**src/shared/miws_pkg.sv**
```systemverilog
package miws_pkg;
   // --------------------------------------------------------------------------
   // Register byte addresses on APB
   // --------------------------------------------------------------------------
   localparam logic [11:0] MIWS_OFF_FLAG   = 12'h000;  // irq_flag_reg, masked on read
   localparam logic [11:0] MIWS_OFF_MASK   = 12'h004;  // irq_mask_reg
   localparam logic [11:0] MIWS_OFF_CTRL   = 12'h008;  // core_ctrl_reg
   localparam logic [11:0] MIWS_OFF_STATUS = 12'h00C;  // cause bits, global enable
   localparam logic [11:0] MIWS_OFF_SAVE   = 12'h010;  // save_reg, software read and write
   localparam logic [11:0] MIWS_OFF_SAVED  = 12'h014;  // restored working set, read

   // --------------------------------------------------------------------------
   // Flag bit positions
   // --------------------------------------------------------------------------
   localparam int MIWS_NSRC      = 9;
   localparam int MIWS_B_TIMER   = 0;
   localparam int MIWS_B_PINCHG  = 1;
   localparam int MIWS_B_EXT     = 2;
   localparam int MIWS_B_CONV    = 3;
   localparam int MIWS_B_T1      = 4;
   localparam int MIWS_B_T2      = 5;
   localparam int MIWS_B_T3      = 6;
   localparam int MIWS_B_CMP     = 7;
   localparam int MIWS_B_LVD     = 8;

   // Control bit positions
   localparam int MIWS_C_EDGE    = 0;  // ext_edge_select: 1 = falling
   localparam int MIWS_C_LXT     = 1;  // low_freq_crystal_mode
   localparam int MIWS_C_WDEN    = 2;  // watchdog enable

   // --------------------------------------------------------------------------
   // Vectors and values after reset
   // --------------------------------------------------------------------------
   localparam logic [9:0] MIWS_VEC_EXT    = 10'h003;
   localparam logic [9:0] MIWS_VEC_PINCHG = 10'h006;
   localparam logic [9:0] MIWS_VEC_TIMER  = 10'h009;
   localparam logic [9:0] MIWS_VEC_CONV   = 10'h00C;
   localparam logic [9:0] MIWS_VEC_CMP    = 10'h00F;
   localparam logic [9:0] MIWS_VEC_T1     = 10'h012;
   localparam logic [9:0] MIWS_VEC_T2     = 10'h015;
   localparam logic [9:0] MIWS_VEC_T3     = 10'h018;
   localparam logic [9:0] MIWS_VEC_LVD    = 10'h01B;
   localparam logic [8:0] MIWS_FLAG_RST   = 9'h000;
   localparam logic [8:0] MIWS_MASK_RST   = 9'h000;
   localparam logic [2:0] MIWS_CTRL_RST   = 3'h0;

   // Noise filter: least pulse of 8 system clock periods
   localparam int MIWS_FILT_CYC = 8;
endpackage

```
**src/design/miws_ctrl.sv**
```systemverilog
// Behaviour
// - reset by power-on, pin, enabled watchdog
// - power-on sets both; pin/LOW_VOLTAGE_RESET keep or wake
// - watchdog reset 0/1, watchdog wake 0/0
// - clear sets 1/1, sleep 1/0, timeout clears cause (code: not while asleep with the watchdog disabled)
// - pin-change wake gives cause 1, dozed 0
// - pin change wakes; resumes or vectors 006H
// - external input filter 8 clocks, bypass LOW_FREQ_CRYSTAL_MODE
// - edge select bit; external vectors 003H
// - enable/disable instructions; pending redirects fetch
// - flags set regardless of mask, except pin-change
// - flag read returns flags AND mask
// - return re-enables global interrupts
// - save working set, restore, newest overwrites
// - vectors 003H, 006H, 009H with priorities
// - conversion 00CH, comparator 00FH
// - timers 012H, 015H, 018H on match
// - low-voltage 01BH highest priority
//
// Added by the designer: the placing of the registers and register access over APB.
`timescale 1ns/10ps
`default_nettype none
module miws_ctrl
   import miws_pkg::*;
(
   // APB
   input  wire logic        pclk,
   input  wire logic        presetn,
   input  wire logic        psel,
   input  wire logic        penable,
   input  wire logic        pwrite,
   input  wire logic [11:0] paddr,
   input  wire logic [31:0] pwdata,
   output logic [31:0]      prdata,
   output logic             pready,
   output logic             pslverr,
   // Core instructions and state, one-cycle strobes
   input  wire logic        irq_global_on_instr,
   input  wire logic        irq_global_off_instr,
   input  wire logic        irq_return_instr,
   input  wire logic        sleep_instr,
   input  wire logic        watchdog_clear_instr,
   input  wire logic        asleep,
   // Reset causes
   input  wire logic        pin_reset_n,
   input  wire logic        low_voltage_reset,
   input  wire logic        watchdog_timeout,
   // Event sources
   input  wire logic        ext_pin,
   input  wire logic [7:0]  port6_in,
   input  wire logic        port6_read,
   input  wire logic        base_timer_ovf,
   input  wire logic        conv_done,
   input  wire logic        cmp_change,
   input  wire logic [2:0]  timer_match,
   input  wire logic        lvd_event,
   // Core working set
   input  wire logic [23:0] work_set_in,
   // Outputs to core
   output logic             core_reset,
   output logic             wake,
   output logic             vector_req,
   output logic [9:0]       vector_addr,
   output logic [23:0]      work_set_out,
   output logic             watchdog_cause,
   output logic             dozed
);
   // -----------------------------------------------------------------------
   // State
   // -----------------------------------------------------------------------
   logic [8:0]  irq_flag_reg, next_flag;
   logic [8:0]  irq_mask_reg, next_mask;
   logic [2:0]  core_ctrl_reg, next_ctrl;
   logic        gie, next_gie;
   logic        next_wdc, next_dozed;
   logic [7:0]  port6_ref, next_ref;
   logic [2:0]  filt_cnt, next_filt_cnt;
   logic        ext_filt, next_ext_filt;
   logic        ext_prev, next_ext_prev;
   logic [23:0] saved, next_saved;
   logic [23:0] save_reg, next_save_reg;
   logic        next_vreq, next_wake, next_core_reset;
   logic [9:0]  next_vaddr;
   logic [31:0] next_prdata;

   logic        wr, rd, hit, pin_chg, ext_raw, ext_level, ext_edge, wd_rst;
   logic [8:0]  events, pending;
   logic [9:0]  vec;

   assign pready  = 1'b1;  // Zero wait states
   assign wr      = psel & penable & pwrite;
   assign rd      = psel & ~penable & ~pwrite;
   assign hit     = (paddr <= MIWS_OFF_SAVED) && (paddr[1:0] == 2'b00);
   assign pslverr = psel & penable & ~hit;
   assign wd_rst  = watchdog_timeout & core_ctrl_reg[MIWS_C_WDEN];

   // -----------------------------------------------------------------------
   // Event detection
   // -----------------------------------------------------------------------
   always_comb begin
      ext_raw = ext_pin ^ core_ctrl_reg[MIWS_C_EDGE];
      ext_level = core_ctrl_reg[MIWS_C_LXT] ? ext_raw : ext_filt;
      ext_edge  = ext_level & ~ext_prev;
      pin_chg   = |(port6_in ^ port6_ref);
      events = 9'h000;
      events[MIWS_B_TIMER]  = base_timer_ovf;
      events[MIWS_B_PINCHG] = pin_chg & irq_mask_reg[MIWS_B_PINCHG];
      events[MIWS_B_EXT]    = ext_edge;
      events[MIWS_B_CONV]   = conv_done;
      events[MIWS_B_T1]     = timer_match[0];
      events[MIWS_B_T2]     = timer_match[1];
      events[MIWS_B_T3]     = timer_match[2];
      events[MIWS_B_CMP]    = cmp_change;
      events[MIWS_B_LVD]    = lvd_event;
      pending = irq_flag_reg & irq_mask_reg;
      if (pending[MIWS_B_LVD])         vec = MIWS_VEC_LVD;
      else if (pending[MIWS_B_EXT])    vec = MIWS_VEC_EXT;
      else if (pending[MIWS_B_PINCHG]) vec = MIWS_VEC_PINCHG;
      else if (pending[MIWS_B_TIMER])  vec = MIWS_VEC_TIMER;
      else if (pending[MIWS_B_CONV])   vec = MIWS_VEC_CONV;
      else if (pending[MIWS_B_CMP])    vec = MIWS_VEC_CMP;
      else if (pending[MIWS_B_T1])     vec = MIWS_VEC_T1;
      else if (pending[MIWS_B_T2])     vec = MIWS_VEC_T2;
      else                             vec = MIWS_VEC_T3;
   end

   // -----------------------------------------------------------------------
   // Next values
   // -----------------------------------------------------------------------
   always_comb begin
      next_mask      = irq_mask_reg;
      next_ctrl      = core_ctrl_reg;
      next_save_reg  = save_reg;
      next_ref       = port6_read ? port6_in : port6_ref;
      next_ext_prev  = ext_level;
      next_ext_filt  = ext_filt;
      next_filt_cnt  = 3'h0;
      next_gie       = gie;
      next_wdc       = watchdog_cause;
      next_dozed     = dozed;
      next_saved     = saved;
      next_vreq      = 1'b0;
      next_vaddr     = vector_addr;
      next_wake      = 1'b0;
      next_prdata    = prdata;
      next_core_reset = ~pin_reset_n | wd_rst | low_voltage_reset;
      if (ext_raw != ext_filt) begin
         next_filt_cnt = filt_cnt + 3'h1;
         if (filt_cnt == 3'(MIWS_FILT_CYC - 1)) begin
            next_ext_filt = ext_raw;
            next_filt_cnt = 3'h0;
         end
      end
      if (rd) begin
         unique case (paddr)
            MIWS_OFF_FLAG:   next_prdata = {23'h0, irq_flag_reg & irq_mask_reg};
            MIWS_OFF_MASK:   next_prdata = {23'h0, irq_mask_reg};
            MIWS_OFF_CTRL:   next_prdata = {29'h0, core_ctrl_reg};
            MIWS_OFF_STATUS: next_prdata = {29'h0, gie, dozed, watchdog_cause};
            MIWS_OFF_SAVE:   next_prdata = {8'h0, save_reg};
            MIWS_OFF_SAVED:  next_prdata = {8'h0, saved};
            default:         next_prdata = 32'h0;
         endcase
      end
      // Software clear: writing 1 clears
      next_flag = irq_flag_reg;
      if (wr && paddr == MIWS_OFF_FLAG) next_flag = next_flag & ~pwdata[8:0];
      if (wr && paddr == MIWS_OFF_MASK) next_mask = pwdata[8:0];
      if (wr && paddr == MIWS_OFF_CTRL) next_ctrl = pwdata[2:0];
      if (wr && paddr == MIWS_OFF_SAVE) next_save_reg = pwdata[23:0];
      next_flag = next_flag | events;
      if (irq_global_on_instr | irq_return_instr) next_gie = 1'b1;
      if (irq_global_off_instr) next_gie = 1'b0;
      if (irq_return_instr) begin
         next_saved = work_set_in;
      end
      if (watchdog_clear_instr) begin
         next_wdc   = 1'b1;
         next_dozed = 1'b1;
      end else if (sleep_instr) begin
         next_wdc   = 1'b1;
         next_dozed = 1'b0;
      end
      if (asleep) begin
         if (wd_rst) begin
            next_wdc   = 1'b0;
            next_dozed = 1'b0;
         end else if (~pin_reset_n | low_voltage_reset) begin
            next_wdc   = 1'b1;
            next_dozed = 1'b0;
         end else if (pin_chg & irq_mask_reg[MIWS_B_PINCHG]) begin
            next_wdc   = 1'b1;
            next_dozed = 1'b0;
            next_wake  = 1'b1;
         end else if (|pending) begin
            next_wake  = 1'b1;
         end
      end else if (wd_rst) begin
         next_wdc   = 1'b0;
         next_dozed = 1'b1;
      end else if (watchdog_timeout) begin
         next_wdc   = 1'b0;
      end
      if (gie && |pending && !irq_global_off_instr && !vector_req) begin
         next_vreq  = 1'b1;
         next_vaddr = vec;
         next_gie   = 1'b0;
         next_saved = work_set_in;
      end
   end

   // -----------------------------------------------------------------------
   // Registers
   // -----------------------------------------------------------------------
   always_ff @(posedge pclk or negedge presetn) begin
      if (!presetn) begin
         irq_flag_reg   <= MIWS_FLAG_RST;
         irq_mask_reg   <= MIWS_MASK_RST;
         core_ctrl_reg  <= MIWS_CTRL_RST;
         gie            <= 1'b0;
         watchdog_cause <= 1'b1;
         dozed          <= 1'b1;
         port6_ref      <= 8'h00;
         filt_cnt       <= 3'h0;
         ext_filt       <= 1'b0;
         ext_prev       <= 1'b0;
         saved          <= 24'h000000;
         save_reg       <= 24'h000000;
         vector_req     <= 1'b0;
         vector_addr    <= 10'h000;
         wake           <= 1'b0;
         core_reset     <= 1'b1;
         prdata         <= 32'h0;
      end else begin
         irq_flag_reg   <= next_flag;
         irq_mask_reg   <= next_mask;
         core_ctrl_reg  <= next_ctrl;
         gie            <= next_gie;
         watchdog_cause <= next_wdc;
         dozed          <= next_dozed;
         port6_ref      <= next_ref;
         filt_cnt       <= next_filt_cnt;
         ext_filt       <= next_ext_filt;
         ext_prev       <= next_ext_prev;
         saved          <= next_saved;
         save_reg       <= next_save_reg;
         vector_req     <= next_vreq;
         vector_addr    <= next_vaddr;
         wake           <= next_wake;
         core_reset     <= next_core_reset;
         prdata         <= next_prdata;
      end
   end

   assign work_set_out = saved;

   // -----------------------------------------------------------------------
   // Checks
   // -----------------------------------------------------------------------
   property p_pinrst;
      @(posedge pclk) disable iff (!presetn) !pin_reset_n |=> core_reset;
   endproperty
   a_pinrst: assert property (p_pinrst) else $error("pin reset not followed");

   property p_clear_cause;
      @(posedge pclk) disable iff (!presetn)
         watchdog_clear_instr && !asleep && !watchdog_timeout |=> watchdog_cause && dozed;
   endproperty
   a_clear_cause: assert property (p_clear_cause) else $error("clear did not set cause bits");

   property p_wd_run;
      @(posedge pclk) disable iff (!presetn)
         !asleep && wd_rst |=> !watchdog_cause && dozed;
   endproperty
   a_wd_run: assert property (p_wd_run) else $error("watchdog reset cause wrong");

   property p_masked_read;
      @(posedge pclk) disable iff (!presetn)
         rd && paddr == MIWS_OFF_FLAG |=> prdata[8:0] == ($past(irq_flag_reg) & $past(irq_mask_reg));
   endproperty
   a_masked_read: assert property (p_masked_read) else $error("flag read not masked");

   property p_flag_set;
      @(posedge pclk) disable iff (!presetn) base_timer_ovf |=> irq_flag_reg[MIWS_B_TIMER];
   endproperty
   a_flag_set: assert property (p_flag_set) else $error("timer flag not set");

   property p_return_on;
      @(posedge pclk) disable iff (!presetn)
         irq_return_instr && !irq_global_off_instr && !(|pending) |=> gie;
   endproperty
   a_return_on: assert property (p_return_on) else $error("return did not enable");

   property p_lvd_first;
      @(posedge pclk) disable iff (!presetn)
         gie && !vector_req && !irq_global_off_instr && pending[MIWS_B_LVD]
         |=> vector_req && vector_addr == MIWS_VEC_LVD;
   endproperty
   a_lvd_first: assert property (p_lvd_first) else $error("low-voltage not first");

   property p_ext_vec;
      @(posedge pclk) disable iff (!presetn)
         gie && !vector_req && !irq_global_off_instr && pending == 9'(1 << MIWS_B_EXT)
         |=> vector_addr == MIWS_VEC_EXT;
   endproperty
   a_ext_vec: assert property (p_ext_vec) else $error("external vector wrong");

   property p_save;
      @(posedge pclk) disable iff (!presetn) $rose(vector_req) |-> work_set_out == $past(work_set_in);
   endproperty
   a_save: assert property (p_save) else $error("working set not saved");
endmodule
`default_nettype wire

```
**config.mk**
```make
export PLATFORM = sky130hd
export DESIGN_NAME = miws_ctrl
export DESIGN_NICKNAME = d
export VERILOG_FILES = /design/src/shared/miws_pkg.sv /design/src/design/miws_ctrl.sv
export SDC_FILE = /design/constraint.sdc
export NUM_CORES = 1
export LEC_CHECK = 0
export CORE_ASPECT_RATIO = 1.75
export CORE_MARGIN = 3
export CORE_UTILIZATION = 30
export DETAILED_ROUTE_END_ITERATION = 10
export DONT_BUFFER_PORTS = 1
export MAX_ROUTING_LAYER = met4
export SETUP_SLACK_MARGIN = 0.2
export SLEW_MARGIN = 20
export SYNTH_ARGS = -nofsm -noshare
export SYNTH_HDL_FRONTEND = slang
export SYNTH_SLANG_ARGS = --single-unit
```
**constraint.sdc**
```tcl
create_clock -name pclk -period 2.77 [get_ports pclk]
set_input_delay 0.4155 -clock pclk [delete_from_list [all_inputs] [get_ports pclk]]
set_output_delay 0.4155 -clock pclk [all_outputs]
set_load 0.005 [all_outputs]
```
==> results.md <==
- Core box area: 0.0175 sq mm
- R2r startpoint: irq_mask_reg[0]$_DFFE_PN0P_
- Routability Congestion: 0.781
- Worst Path Required: 3050 ps
- Post-route DRC: 0
- Rel. slew slack: 59.1%
- Clock slew at reported path FFs: 50 ps
- Top FF cell, synth: dfrtp_1
- Ys Warns: 0
- Initial DRC count: 162
- GR Util All Layers: between 10% and 20%
- Final Cell Area: roughly 0.006 sq mm
- Failing checks: negative hold slack
- Synth Cell Area: ~0.0054 sq mm
- First-pass GRT wire length: around 21 mm
- Post-synth EDFFs: 0
- Cts bufs inserted: 17
- Number of global-route vias before repair: roughly 3700
- R2R depth: 5
- CTS sink cnt: 117
- Largest area contributor in the netlist: dfrtp_1
- Final period util: between 70% and 80%
- Placed Instances: 654
- Reg-to-reg critical path endpoint: work_set_out[1]$_DFFE_PN0P_
- CP Capture Type: register
- Max_cap viols: 0
- Initial antenna violation count: 0
- Most frequent cells in the layout: dfrtp_1 (114), mux2_2 (48), nand2_1 (35)
- Die height: 183 um
- Area Growth Syn to Fin: 15.1%
- Clock buffer depth: 2
- Final hold slack: -288 ps
- Placed cell area: 0.00559 sq mm
- Starting density of the core: between 30% and 40%
- Rows: 64
- Pwr dens: approximately 690 mW/mm^2
- Register Area: 0.00293 sq mm
- DRT antenna net count: 0
- DP HPWL: 10.1 mm
- Leakage power: 2.77 nW
- Seq/Total Area, Yosys: 54.6%
- Crit path kind: reg -> reg
- F_max: 466 MHz
- Post-Synthesis Cells: 434
- Worst-Skew Late Latency: 400 ps
- Crit path launch type: register
- Synth top area cells: dfrtp_1 (53%), mux2_2 (10%), mux2_4 (5.6%)
- RSZ-0062 raised after global routing: false
- Pins over their slew limit: 0
- #FFs+latches synth: 117
- Vias: 3452
- Ratio of cells with drive above 1 in the final layout: between 20% and 30%
- Min Tclk post-route: approximately 2100 ps
- CP arrival: 2420 ps
- DIE AREA: between 0.015 and 0.02 sq mm
- Most common cell after layout, fill and taps aside: dfrtp_1
- Least-Margin Pin Slew: between 600 and 700 ps
- Largest net degree at the start of global routing: 118
- Final Worst Setup Slack: 624 ps
- Final setup TNS: 0 ps
- Mean Syn Cell Area: 12.4 sq um
- Layout Nets: 543
- Pre-CTS setup slack: 467 ps
- CTS tree: done
- Initial DRT Pass Iterations: 4
- Total Wirelength: between 10 and 15 mm
- Crit-path max FO: 24
- Die width: 107 um
- Clock skew: 7.01 ps
- R2R Setup Slk: 620 ps
- Max IR drop VDD: roughly 0.33 mV
- IO Port Bufs: 0
- Outcome: finished, violations left
- H-tree Lvls: 4
- Area occupied by multi-input gates: 0.00227 sq mm
- Count of cell types in the netlist: 48
- Final Hold Fails: 117
- Non-Filler Instances: 687
- CTS Root Cell: clkbuf_16
- Post-CTS setup buffer count: 0
- Setup violators final: 0
- DR vias/cell: 5.02
- Worst Hold Class: in -> async
- GR Overflow Total: 0
- Synth top area share: 53.1%
- Routed len/inst: 20.1 um
- Fillers: approximately 1700
- Post-CTS Resized: 0
- Ports: between 150 and 200
- FFs w/ async S/R, synth: 100%
-- cell type report --
cell class | instances | share of cell area (%)
sequential | 117 | 47.5
multi-input combinational | 293 | 36.8
clock buffer | 22 | 7.35
tap | 231 | 4.68
clock inverter | 10 | 2.11
timing repair buffer | 9 | 1.30
inverter | 4 | 0.243
antenna | 1 | 0.0405
-- worst max path at each step --
stage | startpoint | endpoint | slack [ps] | depth (start not counted)
4_1_cts | irq_flag_reg[2]$_DFF_PN0_ | work_set_out[1]$_DFFE_PN0P_ | 590 | 5
3_3_place_gp | paddr[8] | save_reg[20]$_DFFE_PN0P_ | 500 | 5
5_1_grt | irq_mask_reg[0]$_DFFE_PN0P_ | work_set_out[1]$_DFFE_PN0P_ | 460 | 5
3_5_place_dp | paddr[8] | save_reg[19]$_DFFE_PN0P_ | 470 | 5
2_1_floorplan | paddr[8] | save_reg[10]$_DFFE_PN0P_ | 670 | 6
6_report | irq_mask_reg[0]$_DFFE_PN0P_ | work_set_out[1]$_DFFE_PN0P_ | 620 | 5
-- power breakdown --
part           switching [mW]  internal [mW]  total [mW]  leakage [nW]
registers              0.0817           1.80        1.89          1.50
logic                  0.0920          0.125       0.216         0.987
clock network           0.748           1.43        2.18         0.284
total                   0.922           3.36        4.28          2.77
-- cells in the mapped netlist, drive strengths merged (3+ instances only) --
| master | instances |
|---|---|
| o21ai | 22 |
| clkbuf | 9 |
| a222oi | 3 |
| nand2 | 35 |
| buf | 23 |
| o22ai | 6 |
| and2 | 4 |
| inv | 4 |
| a211oi | 10 |
| xnor2 | 10 |
| nor2 | 11 |
| a32oi | 3 |
| mux2 | 68 |
| dfstp | 3 |
| o31ai | 3 |
| nor2b | 6 |
| nand3 | 18 |
| nor4 | 3 |
| a21o | 10 |
| nor3 | 4 |
| a31oi | 4 |
| a21oi | 10 |
| nand2b | 5 |
| mux2i | 21 |
| dfrtp | 114 |
| o41ai | 5 |
-- kinds of logic after synthesis --
kind of cell / count (synthesis) / share of synthesized area [%]
mux: 89 / 19.6
xor+xnor: 10 / 1.63
other cells: 2 / 0.140
compound gates: 82 / 10.1
buf+inv: 36 / 3.92
flops: 117 / 54.6
fa+ha+maj: 2 / 0.466
simple gates: 96 / 9.53
-- worst max-delay path, stage by stage, from the launching register on --
cell      delay [ps]
dfrtp_1          440
a222oi_1         520
a31oi_1          190
nor2_2           120
buf_4            370
mux2_2           390
-- per-layer routing --
layer / share of wire, % / track usage, %
met1: 37 / 16.1
met2: 54 / 25.3
met3: 6.0 / 3.98
met4: 3.1 / 6.71
met5: 0 / -
-- metrics by stage --
| stage | power [mW] | hold WS [ps] | util, % |
|---|---|---|---|
| 5_1_grt | 4.47 | -311 | 35.2 |
| 6_report | 4.28 | -288 | 35.2 |
| 2_1_floorplan | 2.10 | 120 | - |
| 3_3_place_gp | 2.12 | 125 | 31.9 |
| 4_1_cts | 4.34 | -305 | 35.2 |
| 3_5_place_dp | 2.14 | 125 | 31.9 |
No activity file was read; power rests on OpenSTA's default activity.
